$ cat src/sram_host_pkg.sv
/*
 * Shared constants and types for the host-side controller of an 8192 x 8
 * asynchronous static memory: widths, strobe timings and their cycle counts.
 * Assumes a single 40 MHz system clock.
 */
package sram_host_pkg;

	// ------------------------------------------------------------------
	// Widths
	// ------------------------------------------------------------------
	localparam int ADDR_W  = 13;
	localparam int DATA_W  = 8;
	localparam int TIMER_W = 4;

	// ------------------------------------------------------------------
	// Timing, in nanoseconds, and derived clock counts
	// ------------------------------------------------------------------
	localparam int CLK_PERIOD_NS = 25;
	localparam int ACCESS_NS     = 10;
	localparam int WRITE_PULSE_MIN_GATE_LOW_NS  = 9;
	localparam int WRITE_PULSE_MIN_GATE_HIGH_NS = 8;

	// Least times round up to whole cycles, never below one.
	function automatic int min_cycles(input int t_ns);
		int c;
		c = (t_ns + CLK_PERIOD_NS - 1) / CLK_PERIOD_NS;
		return (c < 1) ? 1 : c;
	endfunction

	localparam int ACCESS_CYC = min_cycles(ACCESS_NS);
	// The longer of both figures is taken so the pulse is legal whatever
	// the gate level.
	localparam int WRITE_PULSE_CYC =
		(WRITE_PULSE_MIN_GATE_LOW_NS > WRITE_PULSE_MIN_GATE_HIGH_NS) ?
		min_cycles(WRITE_PULSE_MIN_GATE_LOW_NS) :
		min_cycles(WRITE_PULSE_MIN_GATE_HIGH_NS);

	localparam logic [TIMER_W-1:0] ACCESS_LOAD = TIMER_W'(ACCESS_CYC - 1);
	localparam logic [TIMER_W-1:0] WRITE_LOAD  = TIMER_W'(WRITE_PULSE_CYC - 1);
	localparam logic [TIMER_W-1:0] TIMER_RST   = 4'h0;

	// ------------------------------------------------------------------
	// Controller states
	// ------------------------------------------------------------------
	typedef enum logic [5:0] {
		ST_IDLE   = 6'h01,
		ST_R_ADDR = 6'h02,
		ST_R_ACC  = 6'h04,
		ST_W_SET  = 6'h08,
		ST_W_PULS = 6'h10,
		ST_W_HOLD = 6'h20
	} state_t;

endpackage

$ cat src/sram_host_ctrl.sv
/*
 * Host controller for an 8192 x 8 asynchronous static memory. Takes single
 * byte read and write requests and sequences the select, write and
 * output-gate strobes, address and data lines with clocked timing.
 * Assumes the memory sits directly on the pins and that its inputs settle
 * within one 25 ns clock period; data inputs are synchronous to mclk.
 * Every strobe phase lasts whole clock cycles, so a slower clock only makes
 * the phases longer; it never changes the order of the strobes.
 */
`timescale 1ns/1ps
module sram_host_ctrl
(
	input  wire logic                             mclk,          // Clock.
	input  wire logic                             rst,           // Sync reset.
	input  wire logic                             req,           // Request.
	input  wire logic                             req_write,     // 1 write.
	input  wire logic [sram_host_pkg::ADDR_W-1:0] req_addr,      // Address.
	input  wire logic [sram_host_pkg::DATA_W-1:0] req_wdata,     // Write byte.
	output logic                                  busy,          // Working.
	output logic                                  rd_valid,      // Read pulse.
	output logic [sram_host_pkg::DATA_W-1:0]      rd_data,       // Read byte.
	output logic                                  wr_done,       // Write pulse.
	output logic                                  sel_n,         // Select.
	output logic                                  write_n,       // Write.
	output logic                                  gate_n,        // Out gate.
	output logic [sram_host_pkg::ADDR_W-1:0]      word_address,  // Address.
	output logic [sram_host_pkg::DATA_W-1:0]      data_lines_o,  // Data out.
	output logic                                  data_lines_oe, // Drive data.
	input  wire logic [sram_host_pkg::DATA_W-1:0] data_lines_i   // Data in.
);

	// ------------------------------------------------------------------
	// State
	// ------------------------------------------------------------------
	typedef struct packed {
		sram_host_pkg::state_t            st;
		logic                             busy;
		logic                             rd_valid;
		logic [sram_host_pkg::DATA_W-1:0] rd_data;
		logic                             wr_done;
		logic                             sel_n;
		logic                             write_n;
		logic                             gate_n;
		logic [sram_host_pkg::ADDR_W-1:0] addr;
		logic [sram_host_pkg::DATA_W-1:0] wdata;
		logic                             oe;
	} ctrl_state_t;

	localparam ctrl_state_t CTRL_RST = '{
		st:       sram_host_pkg::ST_IDLE,
		busy:     1'b0,
		rd_valid: 1'b0,
		rd_data:  8'h00,
		wr_done:  1'b0,
		sel_n:    1'b1,
		write_n:  1'b1,
		gate_n:   1'b1,
		addr:     13'h0000,
		wdata:    8'h00,
		oe:       1'b0
	};

	ctrl_state_t                       s_q;
	ctrl_state_t                       s_d;
	logic                              tmr_load;
	logic [sram_host_pkg::TIMER_W-1:0] tmr_value;
	logic                              tmr_done;

	strobe_timer u_timer
	(
		.mclk  (mclk),
		.rst   (rst),
		.load  (tmr_load),
		.value (tmr_value),
		.done  (tmr_done)
	);

	// ------------------------------------------------------------------
	// Timer load for each timed phase
	// ------------------------------------------------------------------
	// One table for both timed phases keeps the strobe widths side by side,
	// so a change of clock rate is checked in one place.
	// Phases that are not timed load zero, which leaves the timer idle.
	function automatic logic [sram_host_pkg::TIMER_W-1:0] phase_load
	(
		input sram_host_pkg::state_t st // Phase about to start.
	);
		logic [sram_host_pkg::TIMER_W-1:0] v;
		case (st)
			sram_host_pkg::ST_R_ACC:
				v = sram_host_pkg::ACCESS_LOAD;
			sram_host_pkg::ST_W_PULS:
				v = sram_host_pkg::WRITE_LOAD;
			default:
				v = sram_host_pkg::TIMER_RST;
		endcase
		return v;
	endfunction

	// ------------------------------------------------------------------
	// Sequencer
	// ------------------------------------------------------------------
	// A read spends one cycle settling the address, then keeps select and
	// gate low for the access phase and samples the data lines on the edge
	// that raises select again. A write spends one cycle settling address
	// and data with the gate high, one overlap phase with select and write
	// strobe low, and one hold cycle in which the data is still driven.
	// Select and write strobe rise on the same edge, so whichever of them
	// the memory takes as the ending edge, the data is still valid there.
	always_comb
	begin
		s_d          = s_q;
		s_d.rd_valid = 1'b0;
		s_d.wr_done  = 1'b0;
		tmr_load     = 1'b0;
		tmr_value    = sram_host_pkg::TIMER_RST;
		case (s_q.st)
			sram_host_pkg::ST_IDLE:
			begin
				if (req)
				begin
					s_d.addr  = req_addr;
					s_d.wdata = req_wdata;
					if (req_write)
					begin
						// Gate stays high so the memory floats while we drive.
						s_d.gate_n = 1'b1;
						s_d.oe     = 1'b1;
						s_d.st     = sram_host_pkg::ST_W_SET;
					end
					else
						s_d.st = sram_host_pkg::ST_R_ADDR;
				end
			end
			sram_host_pkg::ST_R_ADDR:
			begin
				// Address has been stable for a full cycle already.
				s_d.sel_n   = 1'b0;
				s_d.gate_n  = 1'b0;
				s_d.write_n = 1'b1;
				s_d.st      = sram_host_pkg::ST_R_ACC;
				tmr_load    = 1'b1;
				tmr_value   = phase_load(s_d.st);
			end
			sram_host_pkg::ST_R_ACC:
			begin
				if (tmr_done)
				begin
					// The memory has driven the lines for the whole
					// select-low phase, so they are settled at this edge.
					s_d.rd_data  = data_lines_i;
					s_d.rd_valid = 1'b1;
					s_d.sel_n    = 1'b1;
					s_d.gate_n   = 1'b1;
					s_d.st       = sram_host_pkg::ST_IDLE;
				end
			end
			sram_host_pkg::ST_W_SET:
			begin
				// Address and data settled a cycle before the overlap opens.
				s_d.sel_n   = 1'b0;
				s_d.write_n = 1'b0;
				s_d.st      = sram_host_pkg::ST_W_PULS;
				tmr_load    = 1'b1;
				tmr_value   = phase_load(s_d.st);
			end
			sram_host_pkg::ST_W_PULS:
			begin
				if (tmr_done)
				begin
					s_d.sel_n   = 1'b1;
					s_d.write_n = 1'b1;
					s_d.st      = sram_host_pkg::ST_W_HOLD;
				end
			end
			sram_host_pkg::ST_W_HOLD:
			begin
				// Data and address stay one cycle past the ending edge.
				s_d.oe      = 1'b0;
				s_d.wr_done = 1'b1;
				s_d.st      = sram_host_pkg::ST_IDLE;
			end
			default:
			begin
				// A corrupt state code drops to idle, strobes released.
				s_d = CTRL_RST;
			end
		endcase
		s_d.busy = (s_d.st != sram_host_pkg::ST_IDLE);
	end

	always_ff @(posedge mclk)
	begin
		if (rst)
			s_q <= CTRL_RST;
		else
			s_q <= s_d;
	end

	// ------------------------------------------------------------------
	// Outputs, all straight from the state register
	// ------------------------------------------------------------------
	// Every pin is a flip-flop output, so the asynchronous memory never
	// sees a glitch between clock edges.
	assign busy          = s_q.busy;
	assign rd_valid      = s_q.rd_valid;
	assign rd_data       = s_q.rd_data;
	assign wr_done       = s_q.wr_done;
	assign sel_n         = s_q.sel_n;
	assign write_n       = s_q.write_n;
	assign gate_n        = s_q.gate_n;
	assign word_address  = s_q.addr;
	assign data_lines_o  = s_q.wdata;
	assign data_lines_oe = s_q.oe;

endmodule

$ cat src/strobe_timer.sv
/*
 * Down-counter that times strobe phases of the memory controller.
 * Assumes the loader asserts load for one cycle on entering a timed phase.
 */
`timescale 1ns/1ps
module strobe_timer
(
	input  wire logic                              mclk,  // System clock.
	input  wire logic                              rst,   // Sync reset.
	input  wire logic                              load,  // Start a phase.
	input  wire logic [sram_host_pkg::TIMER_W-1:0] value, // Cycles minus one.
	output logic                                   done   // Phase elapsed.
);

	typedef struct packed {
		logic [sram_host_pkg::TIMER_W-1:0] count;
	} timer_state_t;

	timer_state_t s_q;
	timer_state_t s_d;

	always_comb
	begin
		s_d = s_q;
		if (load)
			s_d.count = value;
		else if (s_q.count != sram_host_pkg::TIMER_RST)
			s_d.count = s_q.count - 4'h1;
	end

	always_ff @(posedge mclk)
	begin
		if (rst)
			s_q <= '{count: sram_host_pkg::TIMER_RST};
		else
			s_q <= s_d;
	end

	assign done = (s_q.count == sram_host_pkg::TIMER_RST) && !load;

endmodule

$ cat config.mk
export PLATFORM = sky130hd
export DESIGN_NAME = sram_host_ctrl
export DESIGN_NICKNAME = d
export VERILOG_FILES = /design/src/sram_host_pkg.sv /design/src/sram_host_ctrl.sv /design/src/strobe_timer.sv
export SDC_FILE = /design/constraint.sdc
export NUM_CORES = 1
export LEC_CHECK = 0
export BUFFER_PORTS_ARGS = -buffer_cell sky130_fd_sc_hd__buf_4
export CAP_MARGIN = 20
export CORE_MARGIN = 4
export CORE_UTILIZATION = 46
export DETAILED_ROUTE_END_ITERATION = 10
export MAX_ROUTING_LAYER = met4
export PLACE_DENSITY = 0.84
export SLEW_MARGIN = 20
export SYNTH_ARGS = -nofsm -noshare
export SYNTH_HDL_FRONTEND = slang
export SYNTH_SLANG_ARGS = --single-unit
$ cat constraint.sdc
create_clock -name mclk -period 1.65 [get_ports mclk]
set_clock_uncertainty 0.15 [all_clocks]
set_input_delay 0.2475 -clock mclk [delete_from_list [all_inputs] [get_ports mclk]]
set_output_delay 0.2475 -clock mclk [all_outputs]
set_load 0.01 [all_outputs]
==> results of run 1 <==
-- worst max-delay path, stage by stage, from the launching register on --
cell,delay [ns]
dfxtp_2,0.35
buf_8,0.14
nor4_4,0.33
nand3b_1,0.18
nand4_1,0.17
buf_6,0.15
buf_12,0.13
mux2i_1,0.20
-- state kept, by name, summed over array words and instances (netlist names) --
name	cells
busy	1
data_lines_oe	1
wr_done	1
write_n	1
word_address	13
data_lines_o	8
s_q	6
sel_n	1
rd_valid	1
gate_n	1
u_timer.s_q	4
rd_data	8
-- Yosys cell counts (all sizes together) (2+ instances only) --
master	count	area [sq um]
nand2	47	176
nand3	3	15.0
nor2	15	56.3
ha	2	25.0
xnor2	3	26.3
dfxtp	46	921
xor2	3	26.3
nand4	2	12.5
o211ai	2	15.0
a21oi	13	65.1
nor4	3	25.0
clkbuf	4	15.0
o22a	8	70.1
o21a	3	22.5
nand4b	2	17.5
o21ai	15	75.1
mux2i	21	210
inv	4	15.0
o311ai	2	25.0
nor3	9	45.0
buf	43	312
or3	2	12.5
nor2b	5	31.3
a31oi	2	27.5
-- cells by family after synthesis --
group / after synthesis / synth area share, %
XOR/XNOR: 6 / 2.25
adder cells (fa/ha/maj): 2 / 1.07
multiplexers: 21 / 9.01
flip-flops: 46 / 39.5
buffers and inverters: 51 / 14.6
AND/OR/NAND/NOR: 95 / 19.2
AO/OA/AOI/OAI: 49 / 14.4
-- layout make-up --
cell class                      count  area [sq um]
Inverter                            4          15.0
Timing Repair Buffer              119           973
Multi-Input combinational cell    173          1250
Fill cell                         368          1460
Sequential cell                    46           940
Tap cell                           67          83.8
Clock buffer                        5          68.8
Clock inverter                      3          23.8
-- final timing paths --
check,from,endpoint,slack (ns),cells after the start
min,req_wdata[1],data_lines_o[1],0.03,3
min reg2reg,word_address[4],word_address[4],0.31,2
max reg2reg,s_q[41],word_address[5],-0.23,7
max,s_q[41],word_address[5],-0.23,7
-- power breakdown --
group | switching (mW) | internal (mW) | total [mW]
registers | 0.113 | 1.27 | 1.38
clock network | 0.416 | 0.303 | 0.719
logic | 0.724 | 0.774 | 1.50
-- per-layer routing --
layer  global-route usage [%]  wire length (um)  vias up
li1                         -                 -     1058
met1                     22.5              2730     1026
met2                     30.7              3340       68
met3                     3.63               350       18
met4                     6.70               192        0
met5                        -                 0        -
-- repair_timing --
item                                    CTS  global route
resized for setup                        28            33
buffers inserted                          5            11
hold endpoints to repair                  0             0
cloned                                    0             1
endpoints found under the setup margin   41            43
pin swaps                                16             5
==> impl.org, run 1 <==
** Status
- The flow ran to the end, but the final reports show violations.
- Failing checks :: negative setup slack

** Synthesis
- Synthesis instantiated 41 different standard cells from the library.
- Post-Syn Area :: around 0.0023 sq mm
- Synth Instances :: between 200 and 300
- Number of enable-type register cells in the synthesized netlist :: 0
- Number of flip-flops and latches in the synthesized netlist :: 46
- Of the synthesized area, sequential elements account for about 39%.
- In the synthesized netlist the async set-or-reset flop fraction comes to 0%.
- In the synthesized netlist the dominant register cell turns out to be dfxtp_1.
- Number of warnings printed during yosys synthesis :: 0
- Mean instance size in the synthesized netlist :: just under 9 sq um
- The number of nets in the synthesized netlist is a little over 300.

** STA
- # setup viols final :: 41
- On the final layout, the worst hold slack is 0.0252 ns.
- In this run the tightest slew margin relative to its limit is ~77%.
- Actual transition at the worst max-transition pin :: roughly 0.34 ns
- Dividing the final minimum period by the clock period gives 114%.
- Setup repair after global routing could not meet its margin everywhere.
- For this run, the top clock speed supported by timing is around 530 MHz.
- The final-report max-slew violation count is 0.
- Setup slack on the critical path of the routed design comes to -0.225 ns.
- For the finished layout, the period the worst path requires is 1.88 ns.
- The number of hold violations in the final report is 0.
- Final total negative setup slack :: -5.85 ns

** Worst hold path
- Path category of the worst min-delay check :: input port to flop

** GRT
- Pin count of the biggest net entering global routing :: 24
- Global-route wire length before repair :: approximately 9000 um
- The number of global-route vias before repair came to approximately 1900.
- Initial antenna violation count :: 0
- In the global route stage, overall resource usage came out at 18.6%.
- Summed over all layers, the global routing overflow is 0.

** CTS
- Buffer type at the clock tree root :: clkbuf_8
- CTS tree :: yes
- Clock sink count :: 46
- The number of hold buffers added after CTS was 0.
- Htree depth :: 2
- Worst-skew pair later-pin latency :: roughly 0.31 ns
- No sink is reached through more buffers than the 2 on the longest clock path.
- Number of buffers created by CTS :: 5
- Clock-pin slew was measured on the worst setup and hold paths at 0.10 ns.

** Finish
- Leaving out fill and tap cells, the most frequent cell in the layout is buf_4.
- Layout Nets :: 384
- Share of post-route cells with drive strength above 1 :: between 40% and 50%
- The area growth from synthesis to layout is 43.7%.
- Cells fill between 60% and 70% of the core in the end.
- Final Instance Area :: roughly 0.0034 sq mm
- The finished layout holds about 420 standard cells, fillers aside.
- 0 antenna diodes ended up in the layout.
- Leaving out fill and tap cells, the most frequent cells in the layout are buf_4 (107), nand2_1 (45), dfxtp_1 (39).

** Power and ir drop
- Power density over the cells :: around 1100 mW/mm^2
- Power, Total :: 3.60 mW
- Peak supply drop :: just under 0.5 mV
- In this run the static leakage power is 1.52 nW.

** Critical path
- STA classifies the critical path endpoint as a flop.
- Crit Path Max Fanout :: 8
- By startpoint and endpoint, the worst setup path is classified as flop to flop.
- Critical Path AT :: 1.96 ns
- Critical Path Source Type :: flop
- At the worst endpoint, the required time is 1.73 ns.

** Place
- Minimum setup slack after placement :: -0.164 ns
- Placed cell area :: around 0.0029 sq mm
- In this run the tool buffered the top-level ports with 68 buffer cells.
- After detailed placement, the design holds a cell count of about 390.
- The HPWL after detailed placement is 3990 um.
- The congestion estimate from routability-driven global placement came to approximately 0.93.

** Die
- Core region area :: between 0.004 and 0.005 sq mm
- Die Span X :: around 80 um
- 69 I/O pins were placed.
- Initial core utilization :: approximately half
- Vertical die dimension :: between 70 and 80 um
- After floorplanning, the core was divided into 25 placement rows.
- The floorplan step defined a die boundary enclosing approximately 0.0063 sq mm.

** Route
- DRT iter0 DRCs :: roughly 140
- The first detailed-routing pass ran for 4 iterations.
- WL final :: 6620 um
- Detailed-route vias per instance :: approximately 5.2
- Residual DRC count :: 0
- Per-cell routed wire length :: approximately 16 um
- Remaining number of nets flagged by the antenna check after routing :: 0
- The final route contains approximately 2200 vias.

** Run
- Number of max-cap violations :: 0
No activity file was read; power rests on OpenSTA's default activity.
==> run 2: changes to the inputs <==
--- a/config.mk
+++ b/config.mk
@@ -7,11 +7,13 @@
 export LEC_CHECK = 0
 export BUFFER_PORTS_ARGS = -buffer_cell sky130_fd_sc_hd__buf_4
 export CAP_MARGIN = 20
+export CELL_PAD_IN_SITES_DETAIL_PLACEMENT = 0
+export CELL_PAD_IN_SITES_GLOBAL_PLACEMENT = 1
 export CORE_MARGIN = 4
-export CORE_UTILIZATION = 46
+export CORE_UTILIZATION = 34
 export DETAILED_ROUTE_END_ITERATION = 10
 export MAX_ROUTING_LAYER = met4
-export PLACE_DENSITY = 0.84
+export PLACE_DENSITY = 0.85
 export SLEW_MARGIN = 20
 export SYNTH_ARGS = -nofsm -noshare
 export SYNTH_HDL_FRONTEND = slang
==> run 2 against run 1 <==
Utilization fell by 18 points. Non-clock buffer count is the same. Highest routed layer unchanged. Worst setup slack better by 0.044 ns. The run still ends with negative setup slack left. Sequential power hardly changed. Die area up 31%. Flip-flop and latch count unchanged. Global-route usage decreased by 4.7 points. Final area increased by 0.67%. Register-to-register slack better by 0.04 ns. Largest cell class unchanged. Critical path depth fell by 1. First-iteration DRC count down 24%. Count of clock-buffer cells in the layout up 1.
==> impl.org, run 2 (same netlist as run 1, synthesis figures left out) <==
** Status
- The flow ran to the end, but the final reports show violations.
- Failing checks :: negative setup slack

** Critical path
- The register-to-register setup slack was -0.18 ns (+0.04 ns).
- End of the worst register-to-register path :: s_q[36]
- Critical Path AT :: 1.86 ns (-0.10 ns)
- Reg-to-Reg Start :: s_q[40]
- In this run the worst setup path terminates at s_q[36].
- The most critical setup path has its startpoint at s_q[40].
- Critical Path Source Type :: flop
- Required time at the worst-slack endpoint :: 1.68 ns (-0.05 ns)
- STA classifies the critical path endpoint as a flop.
- Crit Path Max Fanout :: 6 (-2)
- The worst setup path is of the flop to flop kind.
- R2R depth :: 6 (-1)

** Place
- Final estimated routing congestion in global placement :: 0.928 (about the same)
- The total cell area at the placement stage was 0.00295 sq mm (+1.4%).
- The placed wire-length estimate after detailed placement was 4140 um (+3.8%).
- Minimum setup slack after placement :: -0.177 ns (-0.0132 ns)
- The quantity of I/O buffers inserted on ports was 68 (unchanged).
- Cell total after placement :: 404 (+3.1%)

** Die
- The starting density of the core came to 35.9% (-13 points).
- Core region area :: 0.00649 sq mm (+35%)
- The width of the chip was 90.8 um (+15%).
- Vertical die dimension :: 90.8 um (+15%)
- Total Die Area :: 0.00825 sq mm (+31%)
- The boundary pin count came to 69 (unchanged).
- The row count came to 29 (+16%).

** Run
- The number of maximum-capacitance constraint violations is 0 (unchanged).

** Finish
- The top cell types in the final layout, fill and taps aside, are buf_4 (106), nand2_1 (45), dfxtp_1 (41).
- The end-of-flow core utilization was 52.0% (-18 points).
- The area taken by multi-input logic gates came to 0.00124 sq mm (-0.60%).
- The post-route non-filler standard cell count is 426 (+2.2%).
- Final-layout fill cell count :: 597 (+62%)
- Final Instance Area :: 0.00338 sq mm (+0.67%)
- Relative to the synthesized area, the layout overhead comes to 44.7%.
- The net total in the final layout was 384 (unchanged).
- The library cell used most frequently in the layout, excluding fill and tap cells, is buf_4.
- Area of all sequential standard cells :: 937 sq um (-0.27%)
- Max reg flops :: 13 (unchanged)
- Diode insertion count for antenna repair :: 0 (unchanged)
- Share of post-route cells with drive strength above 1 :: 45.3% (-2.4 points)

** Route
- The DRC violations left was 0 (unchanged).
- The number of nets with antenna violations after detailed routing is 0 (unchanged).
- DRT iter0 DRCs :: 108 (-24%)
- Via Count :: 2048 (-5.6%)
- The number of optimization iterations in the first detailed-route pass came to 4 (unchanged).
- The total wire length after detailed routing is 5950 um (-10%).
- The average via count per standard cell came to 4.81 (-7.6%).
- Per-cell routed wire length :: 14.0 um (-12%)

** CTS
- CTS tree :: yes
- Buffer type at the clock tree root :: clkbuf_8
- Hold-fix buffer count after cts :: 0 (unchanged)
- Htree depth :: 2 (unchanged)
- The clock latency of the later-clocked register in the worst-skew pair is 0.30 ns (about the same).
- The number of buffers added by the clock tree synthesis step came to 5 (unchanged).
- Clock sink count :: 46 (unchanged)
- Number of buffers between clock root and the deepest sink :: 2 (unchanged)
- Clock slew at reported path FFs :: 0.09 ns (about the same)

** STA
- The minimum clock period is 1.83 ns (-0.0443 ns).
- RSZ-0062 raised after global routing :: yes
- Final worst setup slack :: -0.181 ns (+0.0443 ns)
- The worst hold slack across all endpoints came to 0.0374 ns (+0.0121 ns).
- The portion of the clock cycle consumed by the worst path in the final layout came to 111% (-2.7 points).
- The total negative setup slack was -2.81 ns (+3.04 ns).
- The maximum achievable frequency was 546 MHz (+2.4%).
- # setup viols final :: 36 (-12%)
- The final-report max-slew violation count came to 0 (unchanged).
- The worst slew margin relative to its limit came to 78.9% (+2.1 points).
- Final hold violation count :: 0 (unchanged)
- Actual transition at the worst max-transition pin :: 0.314 ns (-0.0307 ns)

** GRT
- The number of global-route vias before repair came to 1936 (-0.15%).
- Global router's overall resource usage :: 13.9% (-4.7 points)
- The global-route wire length before repair came to 9210 um (+2.1%).
- The remaining global-route overflow was 0 (unchanged).
- Pin count of the biggest net entering global routing :: 22 (-8.3%)
- The number of antenna violations at the first check in global routing is 0 (unchanged).

** Power and ir drop
- The cell leakage power is 1.53 nW (+0.65%).
- Peak supply drop :: 0.417 mV (-16%)
- The total design power was 3.59 mW (-0.30%).
- The power density relative to cell area is 1060 mW/mm^2 (-0.97%).

** Worst hold path
- Path category of the worst min-delay check :: input port to flop
[run 2: changes by cell type in the layout (fill, tap and decap cells not counted), moves of 3 or more]
cell	change
nor2_1	+3
nor2_2	-4
nor3_1	-3
nor3_2	+3
o21ai_1	+4
o21ai_2	-3
[run 2: area by class of cell]
class                      count  area share, %
clock buffer                   6           2.15
inverter                       4          0.445
sequential                    46           27.8
multi-input combinational    173           36.8
tap                           77           2.85
clock inverter                 1          0.222
timing repair buffer         119           29.8
[run 2: what timing repair did]
| item | in CTS | in global routing |
|---|---|---|
| gates cloned | 1 | 2 |
| gates resized for setup | 22 | 27 |
| setup endpoints to repair | 38 | 41 |
| buffers inserted | 5 | 7 |
| endpoints found under the hold margin | 0 | 0 |
| pin swaps | 2 | 13 |
[run 2: worst max-delay path, stage by stage, from the launching register on]
cell	delay, ns
dfxtp_4	0.38
buf_4	0.14
buf_4	0.12
xor2_1	0.14
nand2_1	0.07
a311o_1	0.35
or3_1	0.37
[run 2: worst min-delay path by stage]
stage                                  end  slack [ns]             start  cells after the start
after floorplan             u_timer.s_q[1]        0.18               rst                      1
after detailed placement  word_address[12]        0.30  word_address[12]                      2
final                      word_address[4]        0.04       req_addr[4]                      3
after global placement     word_address[0]        0.30   word_address[0]                      2
after CTS                 word_address[12]        0.03      req_addr[12]                      3
after global routing      word_address[10]        0.03      req_addr[10]                      3
[run 2: power breakdown]
part           internal (mW)  switching (mW)  leakage, nW
registers               1.27           0.107        0.379
clock network          0.291           0.383       0.0373
logic                  0.834           0.706         1.11
[run 2: layer usage]
| metal | routed length (um) | global-route usage (%) | up-vias | share of wire [%] |
|---|---|---|---|---|
| met3 | 352 | 3.92 | 6 | 5.9 |
| met2 | 2690 | 21.9 | 57 | 45 |
| met1 | 2840 | 17.2 | 924 | 48 |
| li1 | - | - | 1061 | - |
| met5 | 0 | - | - | 0 |
| met4 | 69 | 4.52 | 0 | 1.2 |
==> run 3: changes to the inputs <==
--- a/config.mk
+++ b/config.mk
@@ -10,11 +10,12 @@
 export CELL_PAD_IN_SITES_DETAIL_PLACEMENT = 0
 export CELL_PAD_IN_SITES_GLOBAL_PLACEMENT = 1
 export CORE_MARGIN = 4
-export CORE_UTILIZATION = 34
+export CORE_UTILIZATION = 35
 export DETAILED_ROUTE_END_ITERATION = 10
 export MAX_ROUTING_LAYER = met4
 export PLACE_DENSITY = 0.85
 export SLEW_MARGIN = 20
 export SYNTH_ARGS = -nofsm -noshare
 export SYNTH_HDL_FRONTEND = slang
+export SYNTH_HIERARCHICAL = 1
 export SYNTH_SLANG_ARGS = --single-unit
==> run 3 against run 2 <==
The flow still finishes with violations (negative setup slack). Worst setup slack improved by 0.025 ns. Flip-flop and latch count stayed put. Sequential power about the same. Fmax is 1.4% higher. Non-clock buffer count fell by 16. Final area fell by 0.11%. Critical endpoint is now rd_data[1]. Largest cell class unchanged.
==> impl.org, run 3 <==
** CTS
- The count of hold buffers inserted by post-cts repair was 0 (unchanged).
- Clock sink count :: 46 (unchanged)
- The H-tree depth was 2 (unchanged).
- TritonCTS built the clock tree.
- Clock slew at reported path FFs :: 0.08 ns (about the same)
- The clock latency of the later-clocked register in the worst-skew pair came to 0.29 ns (about the same).
- Number of buffers created by CTS :: 5 (unchanged)
- Buffer type at the clock tree root :: clkbuf_8
- The buffer levels on the longest clock path is 2 (unchanged).

** Die
- Total Die Area :: 0.00843 sq mm (+2.1%)
- The die extent in y is 91.8 um (+1.0%).
- Core region area :: 0.00679 sq mm (+4.6%)
- The boundary pin count is 69 (unchanged).
- The width of the chip came to 91.8 um (+1.0%).
- The starting density of the core is 36.2% (+0.24 points).
- Std cell rows :: 30 (+3.4%)

** Route
- Via Count :: 2229 (+8.8%)
- Detailed-route vias per instance :: 5.14 (+6.8%)
- Drt first pass iters :: 4 (unchanged)
- Remaining number of nets flagged by the antenna check after routing :: 0 (unchanged)
- The DRC violations left was 0 (unchanged).
- The total wire length after detailed routing was 6220 um (+4.5%).
- Per-cell routed wire length :: 14.3 um (+2.6%)
- The detailed router's first-iteration violation count was 71 (-34%).

** Worst hold path
- The min-delay analysis places its worst path in the category input port to flop.

** Critical path
- STA classifies the critical path endpoint as a flop.
- The data required time at the worst endpoint is 1.74 ns (+0.06 ns).
- The count of buffering cells on the critical path with inverters included is 1 (-1).
- Max stage delay cell, worst path :: dfxtp_2
- STA classifies the critical path startpoint as a flop.
- Worst path cell trace :: xnor2_4 > nor4b_4 > nor2b_2 > inv_2 > nand4_1 > a41oi_4 > a22o_1
- Dominant delay contributor by cell family on the critical path :: simple AND/OR/NAND/NOR gates
- Critical Path Max Stage Delay :: 0.36 ns (-0.02 ns)
- Critical Path AT :: 1.89 ns (+0.03 ns)
- The largest fanout on the critical path came to 8 (+2).
- The setup path with the least slack is of type flop to flop.

** Synthesis
- Synth Instances :: 274 (+1.5%)
- The netlist area before placement is 0.00246 sq mm (+5.3%).
- The total number of yosys warnings is 6 (+6).
- Sorting the synthesized cells by area gives the leading types as dfxtp_1 (37%), buf_4 (9.5%), a32oi_1 (7.5%).
- dfxtp_1 takes more of the synthesized area than any other cell.
- The count of state elements after synthesis came to 46 (unchanged).
- The async set-or-reset flop fraction in the synthesized netlist came to 0% (unchanged).
- Number of enable-type register cells in the synthesized netlist :: 0 (unchanged)
- Most used DFF post-synth :: dfxtp_1
- Mean instance size in the synthesized netlist :: 8.97 sq um (+3.8%)
- Top post-synthesis cells by count :: dfxtp_1 (46), buf_4 (31), nand2_1 (29)
- The share of the synthesized area in the top cell type is 37.5% (-2.0 points).
- Yosys instantiated no cell more often than dfxtp_1.
- The register area share after synthesis was 37.5% (-2.0 points).
- Distinct cell type count after synthesis :: 49 (+20%)

** STA
- The minimum clock period was 1.81 ns (-0.0247 ns).
- RSZ-0062 raised after global routing :: yes
- The final worst slack is -0.156 ns (+0.0247 ns).
- Final clock period utilization by the worst path :: 109% (-1.5 points)
- Final total negative setup slack :: -2.75 ns (+0.0620 ns)
- Upper clock frequency limit :: 554 MHz (+1.4%)
- The final number of setup-violating endpoints came to 35 (-2.8%).
- The final-report max-slew violation count is 0 (unchanged).
- The number of hold violations in the final report is 0 (unchanged).

** Power and ir drop
- Internal power consumption :: 2.52 mW (+5.4%)
- The power density relative to cell area is 1090 mW/mm^2 (+2.8%).
- Switching share of total power :: 31.6% (-1.8 points)
- Leakage dissipation :: 1.60 nW (+4.4%)
- The part of the power in the clock network is 23.2% (+4.4 points).
- Sequential fraction of design power :: 36.7% (-1.6 points)
- Peak supply drop :: 0.550 mV (+32%)
- The switching power is 1.16 mW (-2.8%).
- The part of the power in combinational logic is 40.1% (-2.8 points).
- The total design power is 3.69 mW (+2.7%).

** Status
- Failing checks :: negative setup slack
- The run finished, with violations left.

** Finish
- Area Growth Syn to Fin :: 37.2%
- Leaving out fill and tap cells, the most frequent cell in the layout is buf_4.
- Share of post-route cells with drive strength above 1 :: 45.0% (-0.30 points)
- Max reg flops :: 13 (unchanged)
- Diode insertion count for antenna repair :: 0 (unchanged)
- The top cell types in the final layout, fill and taps aside, are buf_4 (96), dfxtp_1 (42), nand2_1 (29).
- Layout Nets :: 373 (-2.9%)
- The count of filler cells inserted in the layout was 645 (+8.0%).
- The final design instance area without fill is 0.00337 sq mm (-0.11%).

** Run
- The number of maximum-capacitance constraint violations came to 0 (unchanged).

** GRT
- Total overflow reported by the global router :: 0 (unchanged)
- Global router's overall resource usage :: 14.5% (+0.65 points)
- Global-route wire length before repair :: 9850 um (+7.0%)
- Via count of the first global-routing pass :: 2000 (+3.3%)
- The largest net degree at the start of global routing was 27 (+23%).
- Initial antenna violation count :: 0 (unchanged)

** Place
- The placed wire-length estimate after detailed placement was 4400 um (+6.4%).
- The routability congestion estimate is 0.913 (-1.6%).
- The quantity of I/O buffers inserted on ports is 68 (unchanged).
- Placed cell area :: 0.00316 sq mm (+6.9%)
## run 3: cell types whose count changed after synthesis, moves of 18 or more
cell and delta:
nand3_1 +22, and3_1 +21, nand2_1 -18, mux2i_1 -20, a32oi_1 +21
## run 3: per-layer routing
layer  vias up  part of all wire [%]  track usage (%)
met1      1059                    45             19.5
met3         2                   7.2             3.69
met2        75                    47             22.1
li1       1093                     -                -
met5         -                     0                -
met4         0                  0.48             3.34
## run 3: logic make-up after synthesis
logic type / Yosys count / synth area share, %
AOI/OAI and AO/OA: 55 / 19.0
adders and majority gates: 2 / 1.02
xor gates and xnor gates: 5 / 1.78
buffers and inverters: 53 / 14.1
muxes: 2 / 0.866
other: 1 / 0.153
DFF: 46 / 37.5
and+or+nand+nor: 110 / 25.7
## run 3: final timing paths
kind | startpoint | to | slack (ns) | depth (start not counted)
worst max-delay path | s_q[39] | rd_data[1] | -0.16 | 7
worst min-delay path | req_wdata[1] | data_lines_o[1] | 0.01 | 3
worst max register to register | s_q[39] | rd_data[1] | -0.16 | 7
worst min register to register | rd_data[5] | rd_data[5] | 0.33 | 1
## run 3: area by class of cell
| class | instances | area [sq um] | share of cell area (%) |
|---|---|---|---|
| Timing Repair Buffer | 103 | 852 | 25.3 |
| Clock buffer | 6 | 82.6 | 2.45 |
| Inverter | 4 | 15.0 | 0.445 |
| Multi-Input combinational cell | 178 | 1340 | 39.9 |
| Sequential cell | 46 | 928 | 27.5 |
| Clock inverter | 1 | 30.0 | 0.891 |
| Tap cell | 96 | 120 | 3.56 |
## run 3: what timing repair did
item,4_1_cts,5_1_grt
buffers inserted,0,1
pin swaps,2,3
gates resized for setup,3,17
endpoints found under the setup margin,37,38
## run 3: power by group through the flow
stage	Clock, mW	Sequential (mW)	Combinational (mW)
6_report	0.857	1.35	1.48
5_1_grt	0.929	1.36	1.60
4_1_cts	0.887	1.34	1.38
3_5_place_dp	0	1.37	1.37
3_3_place_gp	0	1.36	1.34
2_1_floorplan	0	1.35	0.843
## run 3: through the flow
step | std cells | hold slack [ns] | util [%] | worst slack [ns]
finish | 434 | 0.0129 | 49.6 | -0.156
global placement | 426 | 0.311 | 46.5 | -0.108
detailed placement | 426 | 0.307 | 46.5 | -0.191
global route | 434 | 0.000422 | 49.6 | -0.297
CTS | 433 | 0.00226 | 48.3 | -0.170
floorplan | 277 | 0.160 | - | -0.318
## run 3: worst register-to-register path, stage by stage, from the launching register on
cell and delay, ns:
dfxtp_2 0.36, xnor2_4 0.15, nor4b_4 0.31, nor2b_2 0.10
inv_2 0.06, nand4_1 0.15, a41oi_4 0.30, a22o_1 0.18
